--- config.mk ---
export PLATFORM = sky130hd
export DESIGN_NAME = pcie_bridge_device_control
export DESIGN_NICKNAME = d
export VERILOG_FILES = /design/src/devctl_pkg.sv /design/src/prefetch_sizer.sv /design/src/pcie_bridge_device_control.sv
export SDC_FILE = /design/constraint.sdc
export NUM_CORES = 1
export LEC_CHECK = 0
export BUFFER_PORTS_ARGS = -buffer_cell sky130_fd_sc_hd__buf_4
export CELL_PAD_IN_SITES_DETAIL_PLACEMENT = 2
export CELL_PAD_IN_SITES_GLOBAL_PLACEMENT = 2
export CORE_MARGIN = 1
export CORE_UTILIZATION = 29
export DETAILED_ROUTE_END_ITERATION = 16
export PLACE_DENSITY = 0.84
export SYNTH_ARGS = -nofsm -noshare
export SYNTH_HDL_FRONTEND = slang
export SYNTH_SLANG_ARGS = --single-unit
--- constraint.sdc ---
create_clock -name i_sys_clk -period 4.7 [get_ports i_sys_clk]
set_input_delay 0 -clock i_sys_clk [delete_from_list [all_inputs] [get_ports i_sys_clk]]
set_output_delay 0 -clock i_sys_clk [all_outputs]
set_load 0.02 [all_outputs]
--- src/devctl_pkg.sv ---
// Constants and size decoding for the device control register block
package devctl_pkg;

  // ***************************************************************
  // Register placement
  // ***************************************************************
  localparam logic [11:0] DEVCTL_OFFSET      = 12'h098; // Dword address
  localparam logic [15:0] DEVCTL_RESET       = 16'h2800;

  // ***************************************************************
  // Field positions
  // ***************************************************************
  localparam int RETRY_BIT     = 15;  // config_retry_enable
  localparam int RRS_LSB       = 12;  // read_request_size_limit [14:12]
  localparam int NO_SNOOP_BIT  = 11;  // no_snoop_select
  localparam int AUX_BIT       = 10;  // aux_power_enable
  localparam int PHANTOM_BIT   = 9;   // phantom_function_enable, fixed 0
  localparam int EXT_TAG_BIT   = 8;   // extended_tag_enable, fixed 0
  localparam int PAYLOAD_LSB   = 5;   // payload_size_limit [7:5]
  localparam int RELAX_BIT     = 4;   // relaxed_ordering_enable, fixed 0
  localparam int UR_BIT        = 3;   // unsupported_request_report_enable
  localparam int FATAL_BIT     = 2;   // fatal_report_enable
  localparam int NONFATAL_BIT  = 1;   // nonfatal_report_enable
  localparam int COR_BIT       = 0;   // correctable_report_enable

  // Bits that software may change; all others read fixed values
  localparam logic [15:0] WRITABLE_MASK = 16'hFCEF;

  // ***************************************************************
  // Reset values of the fields
  // ***************************************************************
  localparam logic [2:0] RRS_RESET     = 3'h2;   // 512 bytes
  localparam logic [2:0] PAYLOAD_RESET = 3'h0;   // 128 bytes
  localparam logic       AUX_RESET     = 1'b0;

  // ***************************************************************
  // Timing
  // ***************************************************************
  localparam int CLK_PERIOD_NS  = 8;
  localparam int CFG_TIMEOUT_NS = 50000;  // Forwarded config time-out
  // Longest time rounds down to whole cycles
  localparam int CFG_TIMEOUT_CYCLES = CFG_TIMEOUT_NS / CLK_PERIOD_NS;
  localparam int TIMER_W = 16;

  // ***************************************************************
  // Size decoding
  // ***************************************************************
  localparam int BYTES_W = 13;
  localparam logic [BYTES_W-1:0] MIN_SIZE_BYTES = 13'h0080;

  // Size code to bytes; reserved codes fall back to the smallest size
  function automatic logic [BYTES_W-1:0] code_to_bytes(
    input logic [2:0] code
  );
    if (code > 3'h5)
      code_to_bytes = MIN_SIZE_BYTES;
    else
      code_to_bytes = MIN_SIZE_BYTES << code;
  endfunction : code_to_bytes

endpackage : devctl_pkg

--- src/prefetch_sizer.sv ---
// Prefetch length from read request limit and cache line size
module prefetch_sizer
(
  input  wire logic [2:0]                        i_rrs_code,
  input  wire logic [7:0]                        i_cache_line_dw,
  output logic      [devctl_pkg::BYTES_W-1:0]    o_prefetch_bytes
);

  logic [devctl_pkg::BYTES_W-1:0] limit_bytes; // Read request limit
  logic [devctl_pkg::BYTES_W-1:0] line_bytes;  // Cache line in bytes

  // ***************************************************************
  // Prefetch choice
  // ***************************************************************
  // A line size of zero means unknown, so fetch the full limit;
  // otherwise fetch one line, never past the programmed limit
  always_comb
  begin
    limit_bytes = devctl_pkg::code_to_bytes(i_rrs_code);
    line_bytes  = {3'h0, i_cache_line_dw, 2'h0};
    if (line_bytes == 13'h0000)
      o_prefetch_bytes = limit_bytes;
    else if (line_bytes < limit_bytes)
      o_prefetch_bytes = line_bytes;
    else
      o_prefetch_bytes = limit_bytes;
  end

endmodule : prefetch_sizer

--- src/pcie_bridge_device_control.sv ---
// Device control register of the bridge and the logic it steers
module pcie_bridge_device_control
#(
  parameter int CFG_TIMEOUT_CYCLES = devctl_pkg::CFG_TIMEOUT_CYCLES
)
(
  input  wire logic        i_sys_clk,
  input  wire logic        i_rst,
  input  wire logic        i_aux_rst,
  // Configuration access port, dword addressed
  input  wire logic        i_cfg_wr,
  input  wire logic        i_cfg_rd,
  input  wire logic [11:0] i_cfg_addr,
  input  wire logic [3:0]  i_cfg_be,
  input  wire logic [31:0] i_cfg_wdata,
  output logic      [31:0] o_cfg_rdata,
  output logic             o_cfg_rvalid,
  // Forwarded configuration transactions
  input  wire logic        i_fwd_cfg_start,
  input  wire logic        i_fwd_cfg_done,
  output logic             o_retry_cpl,
  // Read prefetch
  input  wire logic [7:0]  i_cache_line_dw,
  output logic      [12:0] o_prefetch_bytes,
  // Upstream memory header attribute
  input  wire logic        i_up_mem_valid,
  input  wire logic        i_up_vc_nonzero,
  output logic             o_up_no_snoop,
  // Outgoing payload check
  input  wire logic        i_tx_start,
  input  wire logic [12:0] i_tx_bytes,
  output logic             o_tx_grant,
  output logic             o_tx_reject,
  // Error events and messages
  input  wire logic        i_ur_event,
  input  wire logic        i_fatal_event,
  input  wire logic        i_nonfatal_event,
  input  wire logic        i_cor_event,
  output logic             o_msg_fatal,
  output logic             o_msg_nonfatal,
  output logic             o_msg_cor,
  // Register contents for the rest of the bridge
  output logic      [15:0] o_device_control
);

  // ***************************************************************
  // State
  // ***************************************************************
  typedef struct packed {
    logic                    retry_en;      // config_retry_enable
    logic [2:0]              rrs;           // read_request_size_limit
    logic                    no_snoop;      // no_snoop_select
    logic [2:0]              payload;       // payload_size_limit
    logic                    ur_en;         // UR reporting
    logic                    fatal_en;      // Fatal reporting
    logic                    nonfatal_en;   // Nonfatal reporting
    logic                    cor_en;        // Correctable reporting
    logic                    fwd_busy;      // Forwarded config open
    logic [devctl_pkg::TIMER_W-1:0] timer;  // Cycles waited so far
    logic [31:0]             rdata;
    logic                    rvalid;
    logic                    retry_cpl;
    logic [12:0]             prefetch;
    logic                    up_no_snoop;
    logic                    tx_grant;
    logic                    tx_reject;
    logic                    msg_fatal;
    logic                    msg_nonfatal;
    logic                    msg_cor;
  } state_t;

  state_t      state_reg;       // Registered state
  state_t      state_next;      // Next state
  logic        aux_reg;         // aux_power_enable, sticky
  logic        aux_next;
  logic        hit_wr;          // Write to this register
  logic [15:0] wr_mask;         // Byte lanes written and writable
  logic [15:0] cur_value;       // Current register image
  logic [15:0] new_value;       // Image after the write
  logic [12:0] prefetch_comb;   // From the sizer
  logic [12:0] payload_bytes;   // Decoded payload limit

  // ***************************************************************
  // Register image
  // ***************************************************************
  // Read-only feature bits are simply never stored, so they read 0
  // Rebuilt every cycle from the stored fields, so a read and the
  // exported image can never disagree
  always_comb
  begin
    cur_value = 16'h0000;
    cur_value[devctl_pkg::RETRY_BIT] = state_reg.retry_en;
    cur_value[devctl_pkg::RRS_LSB +: 3] = state_reg.rrs;
    cur_value[devctl_pkg::NO_SNOOP_BIT] = state_reg.no_snoop;
    cur_value[devctl_pkg::AUX_BIT] = aux_reg;
    cur_value[devctl_pkg::PHANTOM_BIT] = 1'b0;
    cur_value[devctl_pkg::EXT_TAG_BIT] = 1'b0;
    cur_value[devctl_pkg::RELAX_BIT] = 1'b0;
    cur_value[devctl_pkg::PAYLOAD_LSB +: 3] = state_reg.payload;
    cur_value[devctl_pkg::UR_BIT] = state_reg.ur_en;
    cur_value[devctl_pkg::FATAL_BIT] = state_reg.fatal_en;
    cur_value[devctl_pkg::NONFATAL_BIT] = state_reg.nonfatal_en;
    cur_value[devctl_pkg::COR_BIT] = state_reg.cor_en;
  end

  // ***************************************************************
  // Write merge
  // ***************************************************************
  // Only the low two byte lanes hold this register; the upper half
  // of the dword belongs to the status register and is not ours
  // A write and a read in one cycle both see the old image
  always_comb
  begin
    hit_wr  = i_cfg_wr && (i_cfg_addr == devctl_pkg::DEVCTL_OFFSET);
    wr_mask = {{8{i_cfg_be[1]}}, {8{i_cfg_be[0]}}};
    wr_mask = wr_mask & devctl_pkg::WRITABLE_MASK;
    new_value = (cur_value & ~wr_mask) | (i_cfg_wdata[15:0] & wr_mask);
    payload_bytes = devctl_pkg::code_to_bytes(state_reg.payload);
  end

  // ***************************************************************
  // Prefetch length
  // ***************************************************************
  // The sizer is purely combinational; its result is registered below
  // prefetch sizing
  prefetch_sizer u_prefetch_sizer
  (
    .i_rrs_code       (state_reg.rrs),
    .i_cache_line_dw  (i_cache_line_dw),
    .o_prefetch_bytes (prefetch_comb)
  );

  // ***************************************************************
  // Next state
  // ***************************************************************
  // One process computes the next value of every flop but aux_reg; the fields, the
  // time-out counter and all registered outputs share one struct,
  // so a single reset branch covers them all
  always_comb
  begin
    state_next = state_reg;

    // Fields take the merged image on a write
    if (hit_wr)
    begin
      state_next.retry_en = new_value[devctl_pkg::RETRY_BIT];
      state_next.rrs = new_value[devctl_pkg::RRS_LSB +: 3];
      state_next.no_snoop = new_value[devctl_pkg::NO_SNOOP_BIT];
      state_next.payload = new_value[devctl_pkg::PAYLOAD_LSB +: 3];
      state_next.ur_en = new_value[devctl_pkg::UR_BIT];
      state_next.fatal_en = new_value[devctl_pkg::FATAL_BIT];
      state_next.nonfatal_en = new_value[devctl_pkg::NONFATAL_BIT];
      state_next.cor_en = new_value[devctl_pkg::COR_BIT];
    end

    // Read answer one cycle after the strobe; other offsets get zero
    // Every read strobe is answered, so no requester waits forever
    state_next.rvalid = i_cfg_rd;
    if (i_cfg_rd && (i_cfg_addr == devctl_pkg::DEVCTL_OFFSET))
      state_next.rdata = {16'h0000, cur_value};
    else
      state_next.rdata = 32'h0000_0000;

    // Forwarded configuration time-out
    // The counter is TIMER_W bits wide, so the time-out must stay
    // below two to the TIMER_W; a done pulse in the same cycle as a
    // new start is lost, as the start takes priority
    state_next.retry_cpl = 1'b0;
    if (i_fwd_cfg_start)
    begin
      // New transaction restarts the wait
      state_next.fwd_busy = 1'b1;
      state_next.timer    = '0;
    end
    else if (state_reg.fwd_busy)
    begin
      if (i_fwd_cfg_done)
        state_next.fwd_busy = 1'b0;
      else if (32'(state_reg.timer) >= 32'(CFG_TIMEOUT_CYCLES - 1))
      begin
        // Time-out ends the wait whether or not a retry is sent
        state_next.fwd_busy = 1'b0;
        state_next.retry_cpl = state_reg.retry_en;
      end
      else
        state_next.timer = state_reg.timer + 1'b1;
    end

    // Prefetch length registered so the output comes from a flop
    state_next.prefetch = prefetch_comb;

    // Zero for VC0 traffic and whenever no header is being built,
    // so the attribute never leaks onto unrelated requests
    // no-snoop attribute
    state_next.up_no_snoop = i_up_mem_valid && i_up_vc_nonzero &&
                             state_reg.no_snoop;

    // Reserved size codes decode to the smallest size, so a bad
    // setting can only shrink transfers, never let one grow too big
    // payload limit check
    state_next.tx_grant  = i_tx_start && (i_tx_bytes <= payload_bytes);
    state_next.tx_reject = i_tx_start && (i_tx_bytes > payload_bytes);

    // Each event pulse gives at most one message pulse
    // fatal gating
    state_next.msg_fatal = i_fatal_event && state_reg.fatal_en;
    state_next.msg_nonfatal = (i_nonfatal_event && state_reg.nonfatal_en)
                              || (i_ur_event && state_reg.ur_en);
    state_next.msg_cor = i_cor_event && state_reg.cor_en;
  end

  // ***************************************************************
  // State register
  // ***************************************************************
  // Bridge reset loads the default image; the sticky aux bit is
  // held in its own flop below and is not touched here
  always_ff @(posedge i_sys_clk or posedge i_rst)
  begin
    if (i_rst)
    begin
      state_reg          <= '0;
      state_reg.retry_en <= 1'b0;
      state_reg.rrs      <= devctl_pkg::RRS_RESET;
      state_reg.no_snoop <= 1'b1;
      state_reg.payload  <= devctl_pkg::PAYLOAD_RESET;
      state_reg.ur_en       <= 1'b0;
      state_reg.fatal_en    <= 1'b0;
      state_reg.nonfatal_en <= 1'b0;
      state_reg.cor_en      <= 1'b0;
    end
    else
      state_reg <= state_next;
  end

  // ***************************************************************
  // Sticky aux power bit
  // ***************************************************************
  // Lives outside the main state because only the aux power-on reset
  // may clear it; the ordinary bridge reset must leave it alone
  // Only the upper byte lane reaches it, like the other high bits
  always_comb
  begin
    aux_next = aux_reg;
    if (hit_wr && i_cfg_be[1])
      aux_next = i_cfg_wdata[devctl_pkg::AUX_BIT];
  end

  always_ff @(posedge i_sys_clk or posedge i_aux_rst)
  begin
    if (i_aux_rst)
      aux_reg <= devctl_pkg::AUX_RESET;
    else
      aux_reg <= aux_next;
  end

  // ***************************************************************
  // Outputs
  // ***************************************************************
  // All straight from flip-flops; the image is rebuilt from flops
  assign o_cfg_rdata      = state_reg.rdata;
  assign o_cfg_rvalid     = state_reg.rvalid;
  assign o_retry_cpl      = state_reg.retry_cpl;
  assign o_prefetch_bytes = state_reg.prefetch;
  assign o_up_no_snoop    = state_reg.up_no_snoop;
  assign o_tx_grant       = state_reg.tx_grant;
  assign o_tx_reject      = state_reg.tx_reject;
  assign o_msg_fatal      = state_reg.msg_fatal;
  assign o_msg_nonfatal   = state_reg.msg_nonfatal;
  assign o_msg_cor        = state_reg.msg_cor;
  assign o_device_control = cur_value;

endmodule : pcie_bridge_device_control

== Yosys cells after proc, flatten, opt, wreduce, memory -nomap -nowiden ==
Cells that the tools add are included.

* $lt $le $gt $ge: 6
* Shift-type cells: 2
* Muxes and demuxes: 15
* Bitwise gates (word level): 4
* Eq/ne operators: 3
* $add $sub $neg: 1
* Reduce and logical (&&, ||, !) cells: 15

{| class="wikitable"
|+ Operators by type and width
! cell !! count
|-
| two-way mux 13 bit || 4
|-
| two-way mux 16 bit || 3
|-
| two-way mux 17 bit || 2
|-
| bitwise AND 16 bit || 2
|-
| left shift 8 x 3 -> 13 bit (first input constant) || 2
|-
| adder 16 x 1 -> 16 bit (second input constant) || 1
|-
| >= comparator 16 x 13 -> 1 bit (second input constant) || 1
|-
| inverter 16 bit || 1
|-
| bitwise OR 16 bit || 1
|-
| greater-than comparator 13 bit || 1
|-
| <= comparator 13 bit || 1
|-
| < comparator 10 x 13 -> 1 bit || 1
|-
| == test 12 x 8 -> 1 bit (second input constant) || 1
|-
| logical AND 1 bit || 11
|-
| logical NOT 8 bit || 1
|-
| greater-than comparator 3 bit (second input constant) || 2
|-
| two-way mux 1 bit || 6
|-
| != test 2 bit (second input constant) || 2
|-
| AND reduction 3 bit || 1
|-
| nonzero test 2 bit || 1
|-
| logical OR 1 bit || 1
|}

* Bits in registers: 83
* Input bits: 83
* Logic and storage cells: 67
* Output and inout port bits: 69

== Longest topological paths before layout ==
* Depth in word-level cells: 5
* Depth in mapped cells: 9
* Mapped depth without buffers: 8

== Cells and area by module ==
From an unflattened synthesis, not the netlist that was laid out.

* Cells, all modules: 307
* Area, all modules: 3424.5 µm²

{| class="wikitable"
|+ Modules (own cells, without submodules)
! module !! area an instance (µm²) !! cells an instance !! instances
|-
| pcie_bridge_device_control || 3168.0 || 273 || 1
|-
| prefetch_sizer || 256.5 || 34 || 1
|}

== Least setup slack after synthesis ==
OpenSTA, ideal clock, no wires.

* Path kind: reg2reg
* Start point: register with a tool-made name
* End point: register state_reg, in the netlist o_prefetch_bytes[8]
* Stages on the path, launching flop included: 9
* Buffers on the path: 1
* Arrival: 2157 ps
* Path slack: 2464 ps
* Path through: dfrtp_1 clkbuf_1 or3b_2 ha_1 o21a_1 o21ai_0 a21oi_1 or2_2 mux2i_1

{| class="wikitable"
|+ RTL lines
! item !! line !! text
|-
| end signal: assignment || pcie_bridge_device_control.sv:232 || <nowiki>state_reg <= state_next;</nowiki>
|-
| end: declaration || pcie_bridge_device_control.sv:72 || <nowiki>state_t state_reg;</nowiki>
|}

==> reports/qor.yml <==
num_vias: 2603
power.switching_mw: 0.307
worstPathArrival_ns: 2.83
io_buffers: 106
worst_pin_slew_ns: 0.799
antenna_found_initial: 0
ant_nets: 0
cts-root-buf: "clkbuf_16"
placed_cell_area_sq_um: 3840
fin_skew_ns: 0.00487
wl_per_cell_um: 17.1
clkPwrFrac_pct: 47.1
setup.worst_path.class: "flip-flop to flip-flop"
setup_viol: 0
cts_resized: 0
fin_ws_ns: 2.11
wirelength_um: 9520
grt_pass1_wl_um: 15300
synth_edf_count: 0
min_period_ns: 2.59
final_nets: 508
cts.htree.levels: 3
drive_gt1_share_pct: 34.3
route.detailed.drc: 0
synth.distinct_cells: 42
rsz0062_at_grt: "false"
synth-warning-count: 0
fin_tns_setup_ns: 0
clk_path_buf_depth: 2
r2r-end: "o_prefetch_bytes[9]"
initialDrtViolationCount: 71
dieHeight_um: 108
end_kind: "flip-flop"
viasPerCell: 4.67
maxSlewHeadroom_pct: 46.7
leakage_nw: 2.23
core_area_sq_um: 10900
globalRouteTotalUtil_pct: 17.5
hpwl_um: 6320
fmax_mhz: 386
syn_area_sq_um: 3270
final_cells: 557
n_antenna_cell: 0
grt_pass1_vias: 2920
ir_drop_uv: 107
clkSinkCount: 62
ys_seq_area_share_pct: 47.5
dieArea_sq_um: 11700
gp_congestion: 0.746
cts_tree: "yes"
overflow: 0
yosys_most_used_dff: "dfrtp_1"
switching_share_pct: 23.6
area_delta_synth_final_pct: 35.6
num_io_pins: 152
path_clk_slew_ns: 0.05
start_util_pct: 29.9
hold_class: "primary input to async pin"
finalCritPeriodShare_pct: 55.2
status: "finished, final reports clean"
rr_worst_depth: 7
syn-instance-count: 311
p_per_area_nw_per_um2: 293
p_int_mw: 0.994
clock_latency_ns: 0.33
async_reset_ff_share_pct: 100
hold_violations: 0
seq_power_share_pct: 42.0
post_cts_buffers: 0
synth.ff_latch_count: 62
critical_path_required_ns: 4.94
rows: 38
grt_max_degree: 62
r2r_slack_ns: 2.11
die_w_um: 108
fillers: 1168
combPwrFrac_pct: 10.9
cap_viol_max_count: 0
first_pass_iters: 4
place_ws_ns: 2.16
critPathMaxFanout: 11
post-place-cells: 509
final_area_sq_um: 4440
cp-start-kind: "flip-flop"
cts_made_buffers: 9
final_max_slew_viol_count: 0
syn_avg_cell_area_sq_um: 10.5
[synth_stat cells (all sizes together) (3+ instances only)]
master	number	area, sq um
buf	61	458
dfrtp	60	1500
and3	18	113
mux2	15	169
a21oi	14	70.1
inv	13	48.8
nor2	13	48.8
ha	12	150
nor2b	12	75.1
clkbuf	11	41.3
nand2	10	37.5
nor4b	6	52.6
nand3	5	25.0
nand4	5	31.3
nor3	5	25.0
and2	4	25.0
nor4	4	25.0
a211oi	3	22.5
mux2i	3	30.0
o21ai	3	15.0
o31ai	3	22.5
or4	3	26.3
xnor2	3	26.3
[worst max path at each step]
stage	to	slack (ns)	from
6_report	o_prefetch_bytes[9]	2.11	flip-flop
5_1_grt	o_prefetch_bytes[9]	1.98	flip-flop
4_1_cts	o_prefetch_bytes[9]	2.12	flip-flop
3_5_place_dp	o_prefetch_bytes[9]	2.16	flip-flop
3_3_place_gp	o_prefetch_bytes[8]	2.31	flip-flop
2_1_floorplan	o_prefetch_bytes[8]	2.46	flip-flop
[power groups by stage]
stage	Sequential [mW]	Clock [mW]	Combinational [mW]
finish	0.546	0.612	0.142
global route	0.547	0.652	0.156
CTS	0.546	0.625	0.143
detailed placement	0.555	0	0.122
global placement	0.555	0	0.116
floorplan	0.556	0	0.0768
[metrics by stage]
| step | hold WS [ns] | util (%) | total power, mW |
|---|---|---|---|
| floorplan | -0.271 | - | 0.632 |
| global placement | -0.153 | 35.1 | 0.670 |
| detailed placement | -0.151 | 35.1 | 0.677 |
| CTS | 0.0444 | 40.6 | 1.31 |
| global route | 0.0524 | 40.6 | 1.35 |
| finish | 0.0527 | 40.6 | 1.30 |
[layout make-up]
type / count / area [sq um] / share of cell area (%)
Inverter: 13 / 48.8 / 1.10
Multi-Input combinational cell: 187 / 1260 / 28.4
Timing Repair Buffer: 140 / 1130 / 25.5
Tap cell: 140 / 175 / 3.95
Clock buffer: 14 / 264 / 5.95
Clock inverter: 1 / 5.00 / 0.113
Sequential cell: 62 / 1550 / 35.0
[worst max-delay path, cell delays in order, from the launching register on]
cell	delay (ns)
dfrtp_1	0.51
or3b_2	0.53
ha_1	0.29
o21a_1	0.11
o21ai_0	0.08
a21oi_1	0.49
or2_2	0.26
mux2i_1	0.23
[cells in the final DEF, fill, tap and decap left out, drive strengths merged, types with 3 or more instances in the layout]
master,instances
nor2,13
mux2i,3
a21oi,14
nor4b,6
conb,24
xnor2,3
dfrtp,60
dlygate4sd3,33
o21ai,3
ha,12
or4,3
clkbuf,14
nand3,5
nor3,5
nor4,4
o31ai,3
and2,4
nand2,10
nor2b,12
mux2,15
inv,13
nand4,5
buf,107
a211oi,3
and3,18
[kinds of logic after synthesis]
family | after synthesis | share of synthesized area, %
AOI/OAI and AO/OA | 32 | 6.27
xor gates and xnor gates | 3 | 0.803
adders and majority gates | 12 | 4.59
buffers and inverters | 85 | 16.7
DFF | 62 | 47.5
muxes | 18 | 6.08
other | 1 | 0.115
and+or+nand+nor | 98 | 18.0
[metal layers]
| layer | vias to the layer above | GRT usage (%) | share of wire [%] |
|---|---|---|---|
| li1 | 1189 | - | - |
| met1 | 1306 | 18.7 | 38 |
| met2 | 87 | 32.7 | 55 |
| met3 | 21 | 3.80 | 4.5 |
| met4 | 0 | 7.92 | 2.2 |
| met5 | - | 0 | 0 |
[timing repair]
item,4_1_cts,5_1_grt
setup endpoints to repair,0,0
endpoints found under the hold margin,91,0
hold buffers,33,0
Note: power is estimated with default switching activity, not from simulation.
